==> src/dab_pkg.sv <==
// shared constants and types of the block-averaging converter logic
package dab_pkg;

	// core clock, in kHz
	localparam int CLK_KHZ = 250000;

	// internal pacing of the extra samples in a burst
	localparam int WIDE_PACE_KSPS = 3000;
	localparam int NARROW_PACE_KSPS = 4000;
	localparam int WIDE_PACE_CYC_INT = (CLK_KHZ + WIDE_PACE_KSPS - 1) / WIDE_PACE_KSPS;
	localparam int NARROW_PACE_CYC_INT = (CLK_KHZ + NARROW_PACE_KSPS - 1) / NARROW_PACE_KSPS;
	localparam int PACE_W = 7;
	localparam logic [PACE_W-1:0] WIDE_PACE_CYCLES = PACE_W'(WIDE_PACE_CYC_INT);
	localparam logic [PACE_W-1:0] NARROW_PACE_CYCLES = PACE_W'(NARROW_PACE_CYC_INT);

	// power-up settling interval
	localparam int SETTLE_US = 5;
	localparam int SETTLE_CYC_INT = SETTLE_US * CLK_KHZ / 1000;
	localparam int SETTLE_W = 12;
	localparam logic [SETTLE_W-1:0] SETTLE_CYCLES = SETTLE_W'(SETTLE_CYC_INT);

	// data widths
	localparam int SAMPLE_W = 16;
	localparam int NARROW_SAMPLE_W = 14;
	localparam int SUM_W = 21;
	localparam int OUT_W = 18;
	localparam int CNT_W = 6;
	localparam int BITS_W = 5;

	// left-alignment of a result inside the output shifter
	localparam logic [2:0] ALIGN_EXTRA_WIDE = 3'h0;
	localparam logic [2:0] ALIGN_NATIVE_WIDE = 3'h2;
	localparam logic [2:0] ALIGN_EXTRA_NARROW = 3'h2;
	localparam logic [2:0] ALIGN_NATIVE_NARROW = 3'h4;
	localparam logic [BITS_W-1:0] WIDE_NATIVE_BITS = 5'h10;
	localparam logic [BITS_W-1:0] WIDE_EXTRA_BITS = 5'h12;
	localparam logic [BITS_W-1:0] NARROW_NATIVE_BITS = 5'h0E;
	localparam logic [BITS_W-1:0] NARROW_EXTRA_BITS = 5'h10;

	// averaging ratio field: code k selects n = 2**k
	localparam logic [2:0] RATIO_OFF = 3'h0;
	localparam logic [2:0] RATIO_MAX_CODE = 3'h5;

	// reset values of the primary setup register
	localparam logic [2:0] RATIO_RST = 3'h0;
	localparam logic STYLE_RST = 1'h0;
	localparam logic EXTRA_RST = 1'h0;
	localparam logic STYLE_BLOCK = 1'h0;

	typedef enum logic [2:0] {
		DAB_IDLE,
		DAB_START,
		DAB_CONVERT,
		DAB_PACE,
		DAB_FINISH
	} dab_state_t;

endpackage : dab_pkg

==> src/dab_sync.sv <==
// two-flop synchroniser for levels from outside the clock domain
`timescale 1ns/1ns
module dab_sync #(
	parameter int WIDTH = 1
) (
	// clock and control
	input wire logic i_ref_clk,
	input wire logic i_sys_rst,
	input wire logic i_clk_en,
	// levels
	input wire logic [WIDTH-1:0] i_async,
	output logic [WIDTH-1:0] o_sync
);
	logic [WIDTH-1:0] meta;
	logic [WIDTH-1:0] next_meta;
	logic [WIDTH-1:0] next_sync;

	always_comb begin
		next_meta = i_clk_en ? i_async : meta;
		next_sync = i_clk_en ? meta : o_sync;
	end

	// idle-high pins reset to one so no false edge follows reset
	always_ff @(posedge i_ref_clk) begin
		if (i_sys_rst) begin
			meta <= '1;
			o_sync <= '1;
		end else begin
			meta <= next_meta;
			o_sync <= next_sync;
		end
	end
endmodule : dab_sync

==> src/dab_accum.sv <==
// one channel's burst accumulator with divide and precision format
`timescale 1ns/1ns
module dab_accum
	import dab_pkg::*;
(
	// clock and control
	input wire logic i_ref_clk,
	input wire logic i_sys_rst,
	input wire logic i_clk_en,
	// accumulate
	input wire logic i_clear,
	input wire logic i_add,
	input wire logic signed [SAMPLE_W-1:0] i_sample,
	// format
	input wire logic [2:0] i_shift,
	input wire logic i_extra,
	output logic [OUT_W-1:0] o_average
);
	logic signed [SUM_W-1:0] sum;
	logic signed [SUM_W-1:0] next_sum;
	logic signed [SUM_W+1:0] scaled;

	always_comb begin
		next_sum = sum;
		if (i_clk_en) begin
			if (i_clear) begin
				next_sum = '0;
			end else if (i_add) begin
				next_sum = sum + SUM_W'(i_sample);
			end
		end
	end

	always_ff @(posedge i_ref_clk) begin
		if (i_sys_rst) begin
			sum <= '0;
		end else begin
			sum <= next_sum;
		end
	end

	// sum of n samples divided by n = arithmetic shift by log2(n)
	always_comb begin
		if (i_extra) begin
			scaled = {sum, 2'b00} >>> i_shift;
		end else begin
			scaled = (SUM_W+2)'(sum) >>> i_shift;
		end
		o_average = scaled[OUT_W-1:0];
	end
endmodule : dab_accum

==> src/dab_avg.sv <==
// top of the dual-channel block-averaging and serial read-out logic
// Functional notes
// - style bit and ratio field of the setup register choose oversampling behaviour
// - block averaging only with style 0 and a valid nonzero ratio
// - a written ratio takes effect two cycles after the write
// - sum n samples per channel, divide the sum by n
// - averaged output is 16 bits wide variant, 14 bits narrow variant
// - only the first conversion starts on chip select fall; rest internal
// - extra samples paced at 3 MSPS wide, 4 MSPS narrow
// - averaged result is read on the serial access after the burst
// - samples of a finished average are discarded before the next burst
// - ratio codes decode to 2, 4, 8, 16, 32; zero disables
// - output rate falls by the ratio; host may slow its serial clock
// - extra-precision bit widens the averaged output
// - chip select and accesses during settling leave no lasting effect; here a fall during settling starts a burst
// - extra precision gives 18 bits wide, 16 bits narrow, shifted out fully
// - results leave most significant bit first, twos complement
`timescale 1ns/1ns
module dab_avg
	import dab_pkg::*;
(
	// clock, reset, enable
	input wire logic i_ref_clk,
	input wire logic i_sys_rst,
	input wire logic i_clk_en,
	// primary setup register fields
	input wire logic i_setup_write,
	input wire logic i_averaging_style_select,
	input wire logic [2:0] i_averaging_ratio_field,
	input wire logic i_extra_precision_select,
	// variant strap pin, high for the narrow variant
	input wire logic i_variant_narrow,
	// serial pins
	input wire logic i_cs_n,
	input wire logic i_sclk,
	output logic o_sdo_a,
	output logic o_sdo_b,
	// converter core
	output logic o_conv_start,
	input wire logic i_conv_done,
	input wire logic [SAMPLE_W-1:0] i_conv_a,
	input wire logic [SAMPLE_W-1:0] i_conv_b,
	// status
	output logic o_busy,
	output logic o_results_settled
);
	logic cs_s;
	logic sclk_s;
	logic narrow_s;
	logic cs_q;
	logic sclk_q;
	logic next_cs_q;
	logic next_sclk_q;
	logic cs_fall;
	logic sclk_fall;

	dab_sync #(
		.WIDTH(3)
	) u_sync (
		.i_ref_clk(i_ref_clk),
		.i_sys_rst(i_sys_rst),
		.i_clk_en(i_clk_en),
		.i_async({i_cs_n, i_sclk, i_variant_narrow}),
		.o_sync({cs_s, sclk_s, narrow_s})
	);

	always_comb begin
		next_cs_q = i_clk_en ? cs_s : cs_q;
		next_sclk_q = i_clk_en ? sclk_s : sclk_q;
	end

	always_ff @(posedge i_ref_clk) begin
		if (i_sys_rst) begin
			cs_q <= 1'b1;
			sclk_q <= 1'b1;
		end else begin
			cs_q <= next_cs_q;
			sclk_q <= next_sclk_q;
		end
	end

	assign cs_fall = i_clk_en && cs_q && !cs_s;
	assign sclk_fall = i_clk_en && sclk_q && !sclk_s;

	// setup register; ratio goes through two stages
	logic style;
	logic extra;
	logic [2:0] ratio_stage;
	logic [2:0] ratio;
	logic next_style;
	logic next_extra;
	logic [2:0] next_ratio_stage;
	logic [2:0] next_ratio;

	always_comb begin
		next_style = style;
		next_extra = extra;
		next_ratio_stage = ratio_stage;
		next_ratio = ratio;
		if (i_clk_en) begin
			next_ratio = ratio_stage;
			if (i_setup_write) begin
				next_style = i_averaging_style_select;
				next_extra = i_extra_precision_select;
				next_ratio_stage = i_averaging_ratio_field;
			end
		end
	end

	always_ff @(posedge i_ref_clk) begin
		if (i_sys_rst) begin
			style <= STYLE_RST;
			extra <= EXTRA_RST;
			ratio_stage <= RATIO_RST;
			ratio <= RATIO_RST;
		end else begin
			style <= next_style;
			extra <= next_extra;
			ratio_stage <= next_ratio_stage;
			ratio <= next_ratio;
		end
	end

	// burst sequencer
	dab_state_t state;
	dab_state_t next_state;
	logic [PACE_W-1:0] pace_cnt;
	logic [PACE_W-1:0] next_pace_cnt;
	logic [CNT_W-1:0] sample_cnt;
	logic [CNT_W-1:0] next_sample_cnt;
	logic [2:0] burst_shift;
	logic [2:0] next_burst_shift;
	logic burst_extra;
	logic next_burst_extra;
	logic burst_narrow;
	logic next_burst_narrow;
	logic [OUT_W-1:0] result_a;
	logic [OUT_W-1:0] result_b;
	logic [BITS_W-1:0] result_bits;
	logic [OUT_W-1:0] next_result_a;
	logic [OUT_W-1:0] next_result_b;
	logic [BITS_W-1:0] next_result_bits;
	logic avg_valid;
	logic acc_add;
	logic acc_clear;
	logic [PACE_W-1:0] pace_limit;
	logic [CNT_W-1:0] sample_target;
	logic [2:0] align;
	logic [SAMPLE_W-1:0] sample_a;
	logic [SAMPLE_W-1:0] sample_b;
	logic [OUT_W-1:0] avg [2];

	assign avg_valid = (style == STYLE_BLOCK) && (ratio != RATIO_OFF)
		&& (ratio <= RATIO_MAX_CODE);
	assign pace_limit = burst_narrow ? NARROW_PACE_CYCLES : WIDE_PACE_CYCLES;
	assign sample_target = CNT_W'(1) << burst_shift;
	assign o_conv_start = (state == DAB_START);
	assign o_busy = (state != DAB_IDLE);
	assign acc_add = (state == DAB_CONVERT) && i_conv_done;
	assign acc_clear = (state == DAB_FINISH);

	// narrow samples arrive in the low 14 bits, sign extended here
	always_comb begin
		if (burst_narrow) begin
			sample_a = {{(SAMPLE_W-NARROW_SAMPLE_W){i_conv_a[NARROW_SAMPLE_W-1]}},
				i_conv_a[NARROW_SAMPLE_W-1:0]};
			sample_b = {{(SAMPLE_W-NARROW_SAMPLE_W){i_conv_b[NARROW_SAMPLE_W-1]}},
				i_conv_b[NARROW_SAMPLE_W-1:0]};
		end else begin
			sample_a = i_conv_a;
			sample_b = i_conv_b;
		end
	end

	genvar ch;
	generate
		for (ch = 0; ch < 2; ch++) begin : g_chan
			dab_accum u_accum (
				.i_ref_clk(i_ref_clk),
				.i_sys_rst(i_sys_rst),
				.i_clk_en(i_clk_en),
				.i_clear(acc_clear),
				.i_add(acc_add),
				.i_sample(ch == 0 ? sample_a : sample_b),
				.i_shift(burst_shift),
				.i_extra(burst_extra),
				.o_average(avg[ch])
			);
		end
	endgenerate

	always_comb begin
		if (burst_narrow) begin
			align = burst_extra ? ALIGN_EXTRA_NARROW : ALIGN_NATIVE_NARROW;
		end else begin
			align = burst_extra ? ALIGN_EXTRA_WIDE : ALIGN_NATIVE_WIDE;
		end
	end

	always_comb begin
		next_state = state;
		next_pace_cnt = pace_cnt;
		next_sample_cnt = sample_cnt;
		next_burst_shift = burst_shift;
		next_burst_extra = burst_extra;
		next_burst_narrow = burst_narrow;
		next_result_a = result_a;
		next_result_b = result_b;
		next_result_bits = result_bits;
		if (i_clk_en) begin
			case (state)
				DAB_IDLE: begin
					if (cs_fall) begin
						next_burst_shift = avg_valid ? ratio : RATIO_OFF;
						next_burst_extra = avg_valid && extra;
						next_burst_narrow = narrow_s;
						next_sample_cnt = '0;
						next_state = DAB_START;
					end
				end
				DAB_START: begin
					next_pace_cnt = PACE_W'(1);
					next_state = DAB_CONVERT;
				end
				DAB_CONVERT: begin
					if (pace_cnt != '1) begin
						next_pace_cnt = pace_cnt + PACE_W'(1);
					end
					if (i_conv_done) begin
						next_sample_cnt = sample_cnt + CNT_W'(1);
						if (CNT_W'(sample_cnt + CNT_W'(1)) == sample_target) begin
							next_state = DAB_FINISH;
						end else begin
							next_state = DAB_PACE;
						end
					end
				end
				DAB_PACE: begin
					if (pace_cnt != '1) begin
						next_pace_cnt = pace_cnt + PACE_W'(1);
					end
					if (pace_cnt >= pace_limit - PACE_W'(1)) begin
						next_state = DAB_START;
					end
				end
				DAB_FINISH: begin
					// left-align so the shifter always sends bit 17 first
					next_result_a = avg[0] << align;
					next_result_b = avg[1] << align;
					if (burst_narrow) begin
						next_result_bits = burst_extra ? NARROW_EXTRA_BITS
							: NARROW_NATIVE_BITS;
					end else begin
						next_result_bits = burst_extra ? WIDE_EXTRA_BITS
							: WIDE_NATIVE_BITS;
					end
					next_state = DAB_IDLE;
				end
				default: begin
					next_state = DAB_IDLE;
				end
			endcase
		end
	end

	always_ff @(posedge i_ref_clk) begin
		if (i_sys_rst) begin
			state <= DAB_IDLE;
			pace_cnt <= '0;
			sample_cnt <= '0;
			burst_shift <= RATIO_OFF;
			burst_extra <= 1'b0;
			burst_narrow <= 1'b0;
			result_a <= '0;
			result_b <= '0;
			result_bits <= WIDE_NATIVE_BITS;
		end else begin
			state <= next_state;
			pace_cnt <= next_pace_cnt;
			sample_cnt <= next_sample_cnt;
			burst_shift <= next_burst_shift;
			burst_extra <= next_burst_extra;
			burst_narrow <= next_burst_narrow;
			result_a <= next_result_a;
			result_b <= next_result_b;
			result_bits <= next_result_bits;
		end
	end

	// serial shifter: the held result leaves during the next frame
	logic [OUT_W-1:0] shift_a;
	logic [OUT_W-1:0] shift_b;
	logic [BITS_W-1:0] bits_left;
	logic [OUT_W-1:0] next_shift_a;
	logic [OUT_W-1:0] next_shift_b;
	logic [BITS_W-1:0] next_bits_left;
	logic next_sdo_a;
	logic next_sdo_b;

	always_comb begin
		next_shift_a = shift_a;
		next_shift_b = shift_b;
		next_bits_left = bits_left;
		if (i_clk_en) begin
			if (cs_fall) begin
				next_shift_a = result_a;
				next_shift_b = result_b;
				next_bits_left = result_bits;
			end else if (cs_s) begin
				next_bits_left = '0;
			end else if (sclk_fall && bits_left != '0) begin
				next_shift_a = shift_a << 1;
				next_shift_b = shift_b << 1;
				next_bits_left = bits_left - BITS_W'(1);
			end
		end
		next_sdo_a = (next_bits_left != '0) && next_shift_a[OUT_W-1];
		next_sdo_b = (next_bits_left != '0) && next_shift_b[OUT_W-1];
	end

	always_ff @(posedge i_ref_clk) begin
		if (i_sys_rst) begin
			shift_a <= '0;
			shift_b <= '0;
			bits_left <= '0;
			o_sdo_a <= 1'b0;
			o_sdo_b <= 1'b0;
		end else begin
			shift_a <= next_shift_a;
			shift_b <= next_shift_b;
			bits_left <= next_bits_left;
			o_sdo_a <= next_sdo_a;
			o_sdo_b <= next_sdo_b;
		end
	end

	// settling only flags results; nothing else is gated by it
	logic [SETTLE_W-1:0] settle_cnt;
	logic [SETTLE_W-1:0] next_settle_cnt;
	logic next_settled;

	always_comb begin
		next_settle_cnt = settle_cnt;
		if (i_clk_en && settle_cnt != SETTLE_CYCLES) begin
			next_settle_cnt = settle_cnt + SETTLE_W'(1);
		end
		next_settled = (next_settle_cnt == SETTLE_CYCLES);
	end

	always_ff @(posedge i_ref_clk) begin
		if (i_sys_rst) begin
			settle_cnt <= '0;
			o_results_settled <= 1'b0;
		end else begin
			settle_cnt <= next_settle_cnt;
			o_results_settled <= next_settled;
		end
	end
endmodule : dab_avg

==> config.mk <==
export PLATFORM = sky130hd
export DESIGN_NAME = dab_avg
export DESIGN_NICKNAME = d
export VERILOG_FILES = /design/src/dab_pkg.sv /design/src/dab_sync.sv /design/src/dab_accum.sv /design/src/dab_avg.sv
export SDC_FILE = /design/constraint.sdc
export NUM_CORES = 1
export LEC_CHECK = 0
export BUFFER_PORTS_ARGS = -buffer_cell sky130_fd_sc_hd__buf_2
export CAP_MARGIN = 25
export CELL_PAD_IN_SITES_DETAIL_PLACEMENT = 0
export CELL_PAD_IN_SITES_GLOBAL_PLACEMENT = 1
export CORE_MARGIN = 5
export CORE_UTILIZATION = 44
export DETAILED_ROUTE_END_ITERATION = 12
export GPL_ROUTABILITY_DRIVEN = 0
export GPL_TIMING_DRIVEN = 0
export MAX_ROUTING_LAYER = met4
export PLACE_DENSITY_LB_ADDON = 0.08
export SLEW_MARGIN = 10
export SYNTH_ARGS = -nofsm -noshare
export SYNTH_HDL_FRONTEND = slang
export SYNTH_HIERARCHICAL = 1
export SYNTH_SLANG_ARGS = --single-unit
==> constraint.sdc <==
create_clock -name i_ref_clk -period 3.2 [get_ports i_ref_clk]
set_input_delay 0.8 -clock i_ref_clk [delete_from_list [all_inputs] [get_ports i_ref_clk]]
set_output_delay 0.8 -clock i_ref_clk [all_outputs]
set_load 0.05 [all_outputs]
* Word-level counts from Yosys, hierarchy flattened *
Index checks and enable logic that the tools add are counted.

word-level totals
  register bits = 176
  bits in latches = 0
  RAM bits = 0
  memory bits (read-only) = 0
  input port bits = 45
  output and inout port bits = 5
  word-level logic and storage cells = 129
  memories kept = 0

cells by class
  add/subtract/negate cells = 7
  multipliers = 0
  divide/modulo/power cells = 0
  $lt $le $gt $ge = 2
  equal/unequal tests = 13
  shift operators = 7
  multiplexer cells = 39
  bitwise gates (word level) = 1
  reductions and logical operators = 32

operators with widths
  operator                 number
  $mux W18                 10
  $mux W21                 4
  $sshr A23 B3 Y18         2
  $add A21 B16 Y21         2
  $sshr A21 B3 Y18         2
  $shl A18 B3 Y18          2
  $mux W16                 2
  $mux W5                  6
  $mux W3                  7
  $mux W7                  2
  $pmux W7 S2              1
  $add A12 B1 Y12 const B  1
  $eq A12 B11 Y1 const B   1
  $logic_and A1 B1 Y1      12
  $mux W12                 1
  $mux W6                  2
  $ne A12 B11 Y1 const B   1
  $pmux W3 S4              1
  $pmux W6 S2              1
  $reduce_bool A5 Y1       2
  $reduce_and A3 Y1        3
  $ne A2 B2 Y1 const B     4
  $reduce_and A4 Y1        2
  $reduce_bool A2 Y1       4
  20 further kinds         26

* Logic depth before layout (Yosys ltp) *
  depth after elaboration = 9
  depth in mapped cells = 13
  mapped depth without buffers = 11

* Cells and area by module *
Netlist, hierarchy kept.

by module, submodules not included
  module     times used  cells each  area each (um^2)  sequential area each (um^2)
  dab_avg    1           769         6,647.6           2,522.4
  dab_accum  2           331         2,715.1           420.4
  dab_sync   1           19          232.7             120.1

* Worst setup path after synthesis *
No wires, ideal clock.

  path kind = in2reg
  start point = input port i_conv_a[15]
  end point = register g_chan[0].u_accum.sum[20]
  setup time = 0.087 ns
  arrival = 3.105 ns
  required time = 3.113 ns
  slack = 0.008 ns
  stages = 10
  path buffers = 1
  path through = inv_1 > o21ai_0 > ha_1 > clkbuf_2 > a2111oi_0 > a21oi_1 > or3_1 > a21oi_1 > o31ai_1 > o31ai_1

between the ends
  longest elaborated chain between the ends = 4

ends and longest elaborated chain
  element               line             RTL
  start, declared       dab_avg.sv:41    input wire logic [SAMPLE_W-1:0] i_conv_a,
  $mux W16              dab_avg.sv:164   if (burst_narrow) begin
  net sample_a[15]      dab_avg.sv:149   logic [SAMPLE_W-1:0] sample_a;
  $add A21 B16 Y21      dab_accum.sv:29  next_sum = sum + SUM_W'(i_sample);
  $mux W21              dab_accum.sv:28  end else if (i_add) begin
  $mux W21              dab_accum.sv:26  if (i_clear) begin
  end signal, assigned  dab_accum.sv:38  sum <= next_sum;
  end, declared         dab_accum.sv:19  logic signed [SUM_W-1:0] sum;

The timed path passes the listed nets, and every way through them passes these cells. The select of a mux whose other input is x is not followed.
A chain may end at the register's enable or synchronous reset.

==> flow_metrics.env <==
export IMPL_grt_pass1_wl_microns=54300
export IMPL_grt_pass1_vias=10400
export IMPL_status="finished, final reports clean"
export IMPL_synth_edf_count=0
export IMPL_synth_seq_cells=174
export IMPL_setup_tns_ns=0
export IMPL_ff_latch_area_sq_um=3490
export IMPL_core_sq_um=27700
export IMPL_ys_types=88
export IMPL_syn_avg_cell_area_sq_um=8.49
export IMPL_drive_gt1_frac=0.147
export IMPL_worstHoldStart="result_a[15]$_SDFFE_PP0P_"
export IMPL_io_pins=50
export IMPL_layout_commonest_cell="dfxtp_1"
export IMPL_detail_route_antenna_nets=0
export IMPL_rows=61
export IMPL_rsz0062_at_grt="no"
export IMPL_drt_iter0_drc=731
export IMPL_cts_clk_slew_worst_paths_ns=0.07
export IMPL_cts_tree="yes"
export IMPL_cts_buffer_depth=2
export IMPL_dpl_hpwl_microns=25500
export IMPL_n_antenna_cell=0
export IMPL_ys_warn_count=6
export IMPL_cts_hold_buffers=0
export IMPL_grt_antenna_before_repair=0
export IMPL_ff2ff_path_depth=9
export IMPL_post_cts_setup_buffer_count=0
export IMPL_clk_latency_ns=0.44
export IMPL_max_freq_ghz=0.333
export IMPL_die_width_microns=177
export IMPL_grt_max_degree=19
export IMPL_final_nets=1620
export IMPL_cap_violations=0
export IMPL_cp_max_fo=10
export IMPL_drc=0
export IMPL_detail_route_wl_per_cell_microns=17.2
export IMPL_grt_overflow_total=0
export IMPL_min_path_cells=2
export IMPL_drt_total_wl_microns=32800
export IMPL_dr_pass1_iters=4
export IMPL_synth_cells=1450
export IMPL_critPathLaunchType="flip-flop"
export IMPL_min_delay_path_class="reg2reg"
export IMPL_synthToLayoutAreaGrowth_pct=11.3
export IMPL_rr_startpoint="burst_shift[0]$_SDFFE_PP0P_"
export IMPL_p_per_area_nw_per_um2=371
export IMPL_syn_area_sq_um=12300
export IMPL_skew_ns=0.0160
export IMPL_worstPathArrival_ns=3.31
export IMPL_ys_seq_area_frac=0.283
export IMPL_port_buffers=49
export IMPL_clock_root_buffer="clkbuf_16"
export IMPL_rrSetupSlack_ns=0.19
export IMPL_synth_flop_cell="dfxtp_1"
export IMPL_final_area_sq_um=13700
export IMPL_cts_sinks=174
export IMPL_vias_per_cell=5.71
export IMPL_multi_input_area_sq_um=8250
export IMPL_vias=10900
export IMPL_r2r_end="result_b[6]$_SDFFE_PP0P_"
export IMPL_n_fill_cell=2785
export IMPL_grt_total_usage=0.217
export IMPL_setup_violations=0
export IMPL_syn_nets=1549
export IMPL_fin_crit_ns=3.01
export IMPL_layout_common_cells="dfxtp_1, nor2_1, nand2_1, a21oi_1, buf_2"
export IMPL_synthArstFlopShare=0
export IMPL_period_share=0.940
export IMPL_p_leak_nw=5.08
export IMPL_fp_dieArea_sq_um=31400
export IMPL_critPathCaptureType="flip-flop"
export IMPL_start_util=0.444
export IMPL_worst_pin_slew_ns=0.824
export IMPL_maxSlewHeadroom=0.449
export IMPL_vdd_drop_max_v=0.000356
export IMPL_die_y_microns=177
export IMPL_dpl_cell_area_sq_um=13100
export IMPL_cts_buffers=17
export IMPL_required_ns=3.51
export IMPL_hold_path_endpoint="result_a[15]$_SDFFE_PP0P_"
export IMPL_path_class="reg2reg"
export IMPL_total_power_mw=5.08
export IMPL_final_hold_violation_count=0
export IMPL_slew_viol_final=0
export IMPL_htreeDepth=4
-- cell families after synthesis --
group                      synth area share
and+or+nand+nor                       0.200
AOI/OAI and AO/OA                     0.218
muxes                                 0.162
xor gates and xnor gates             0.0334
adders and majority gates            0.0561
buffers and inverters                0.0476
DFF                                   0.283
-- sequential cells by signal, indices dropped and copies added, names as in the netlist, 5 cells and up --
name / flops
bits_left: 5
g_chan.u_accum/sum: 42
pace_cnt: 7
result_a: 18
result_b: 18
sample_cnt: 6
settle_cnt: 12
shift_a: 18
shift_b: 18
-- routing by layer --
layer | up-vias | track usage | share of wire
met1 | 5200 | 0.293 | 0.49
met2 | 173 | 0.354 | 0.47
met5 | - | - | 0
li1 | 5523 | - | -
met4 | 0 | 0.0425 | 0.011
met3 | 25 | 0.0282 | 0.031
-- metrics by stage --
| step | hold slack (ns) | utilization | instances | worst slack, ns |
|---|---|---|---|---|
| final | 0.456 | 0.494 | 1912 | 0.193 |
| after global routing | 0.475 | 0.494 | 1912 | 0.0252 |
| after CTS | 0.460 | 0.494 | 1912 | 0.192 |
| after detailed placement | 0.447 | 0.471 | 1880 | -0.126 |
| after global placement | 0.444 | 0.470 | 1877 | -1.57 |
| after floorplan | 0.427 | - | 1450 | 0.00828 |
-- worst max path at each step --
stage	from	to	slack (ns)	cells past startpoint
after global placement	state[2]$_SDFFE_PP0P_	g_chan[0].u_accum/sum[20]$_SDFFE_PP0P_	-1.57	7
after global routing	burst_shift[0]$_SDFFE_PP0P_	result_b[7]$_SDFFE_PP0P_	0.03	12
after floorplan	i_conv_a[15]	g_chan[0].u_accum/sum[20]$_SDFFE_PP0P_	0.008	10
after CTS	burst_narrow$_SDFFE_PP0P_	g_chan[1].u_accum/sum[20]$_SDFFE_PP0P_	0.19	11
after detailed placement	i_conv_b[15]	g_chan[1].u_accum/sum[20]$_SDFFE_PP0P_	-0.13	12
final	burst_shift[0]$_SDFFE_PP0P_	result_b[6]$_SDFFE_PP0P_	0.19	9
-- Yosys cell counts (6+ instances only) --
library cell,count,area share
dfxtp_1,174,0.28
xnor2_1,25,0.018
nor4_1,6,0.0030
buf_1,6,0.0018
a21oi_1,140,0.057
nor3_1,29,0.012
a211o_1,6,0.0043
mux2i_1,75,0.061
mux2_2,10,0.0091
nand2_1,140,0.043
a21o_1,13,0.0079
ha_1,52,0.053
a31oi_1,10,0.0051
o21ai_1,7,0.0028
o21a_1,9,0.0055
a21oi_2,6,0.0043
mux4_2,50,0.091
a22oi_1,8,0.0049
a211oi_1,75,0.046
and2_1,6,0.0030
nor2_1,149,0.045
nand3_1,29,0.012
nand2b_1,8,0.0041
or3_1,16,0.0081
inv_1,29,0.0088
nand4_1,15,0.0076
clkbuf_1,55,0.017
buf_4,9,0.0055
xor2_1,22,0.016
o21ai_0,61,0.025
o211ai_1,20,0.012
nor2b_1,38,0.019
and3_1,9,0.0046
buf_2,28,0.011
-- critical path, stage by stage, from the launching register on --
cell and delay (ns):
dfxtp_1 0.43, buf_2 0.31, clkbuf_1 0.39, mux4_2 0.43, mux4_2 0.52, nor2b_1 0.15
a211oi_1 0.30, a211oi_1 0.14, a21oi_1 0.15, nor2_1 0.05
-- power by group --
| group | internal (mW) | total [mW] | switching [mW] |
|---|---|---|---|
| clock network | 1.27 | 2.29 | 1.01 |
| registers | 2.21 | 2.25 | 0.0411 |
| logic | 0.207 | 0.544 | 0.337 |
| total | 3.69 | 5.08 | 1.39 |
-- layout make-up --
cell class,count,share of cell area
Sequential cell,174,0.255
Timing Repair Buffer,52,0.0192
Inverter,31,0.00849
Tap cell,378,0.0345
Buffer,102,0.0342
Multi-Input combinational cell,1143,0.602
Clock inverter,15,0.0160
Clock buffer,17,0.0311
-- what timing repair did --
action,CTS,global route
cloned,0,0
resized for setup,1,3
endpoints found under the setup margin,1,4
(Power assumes the default switching activity.)
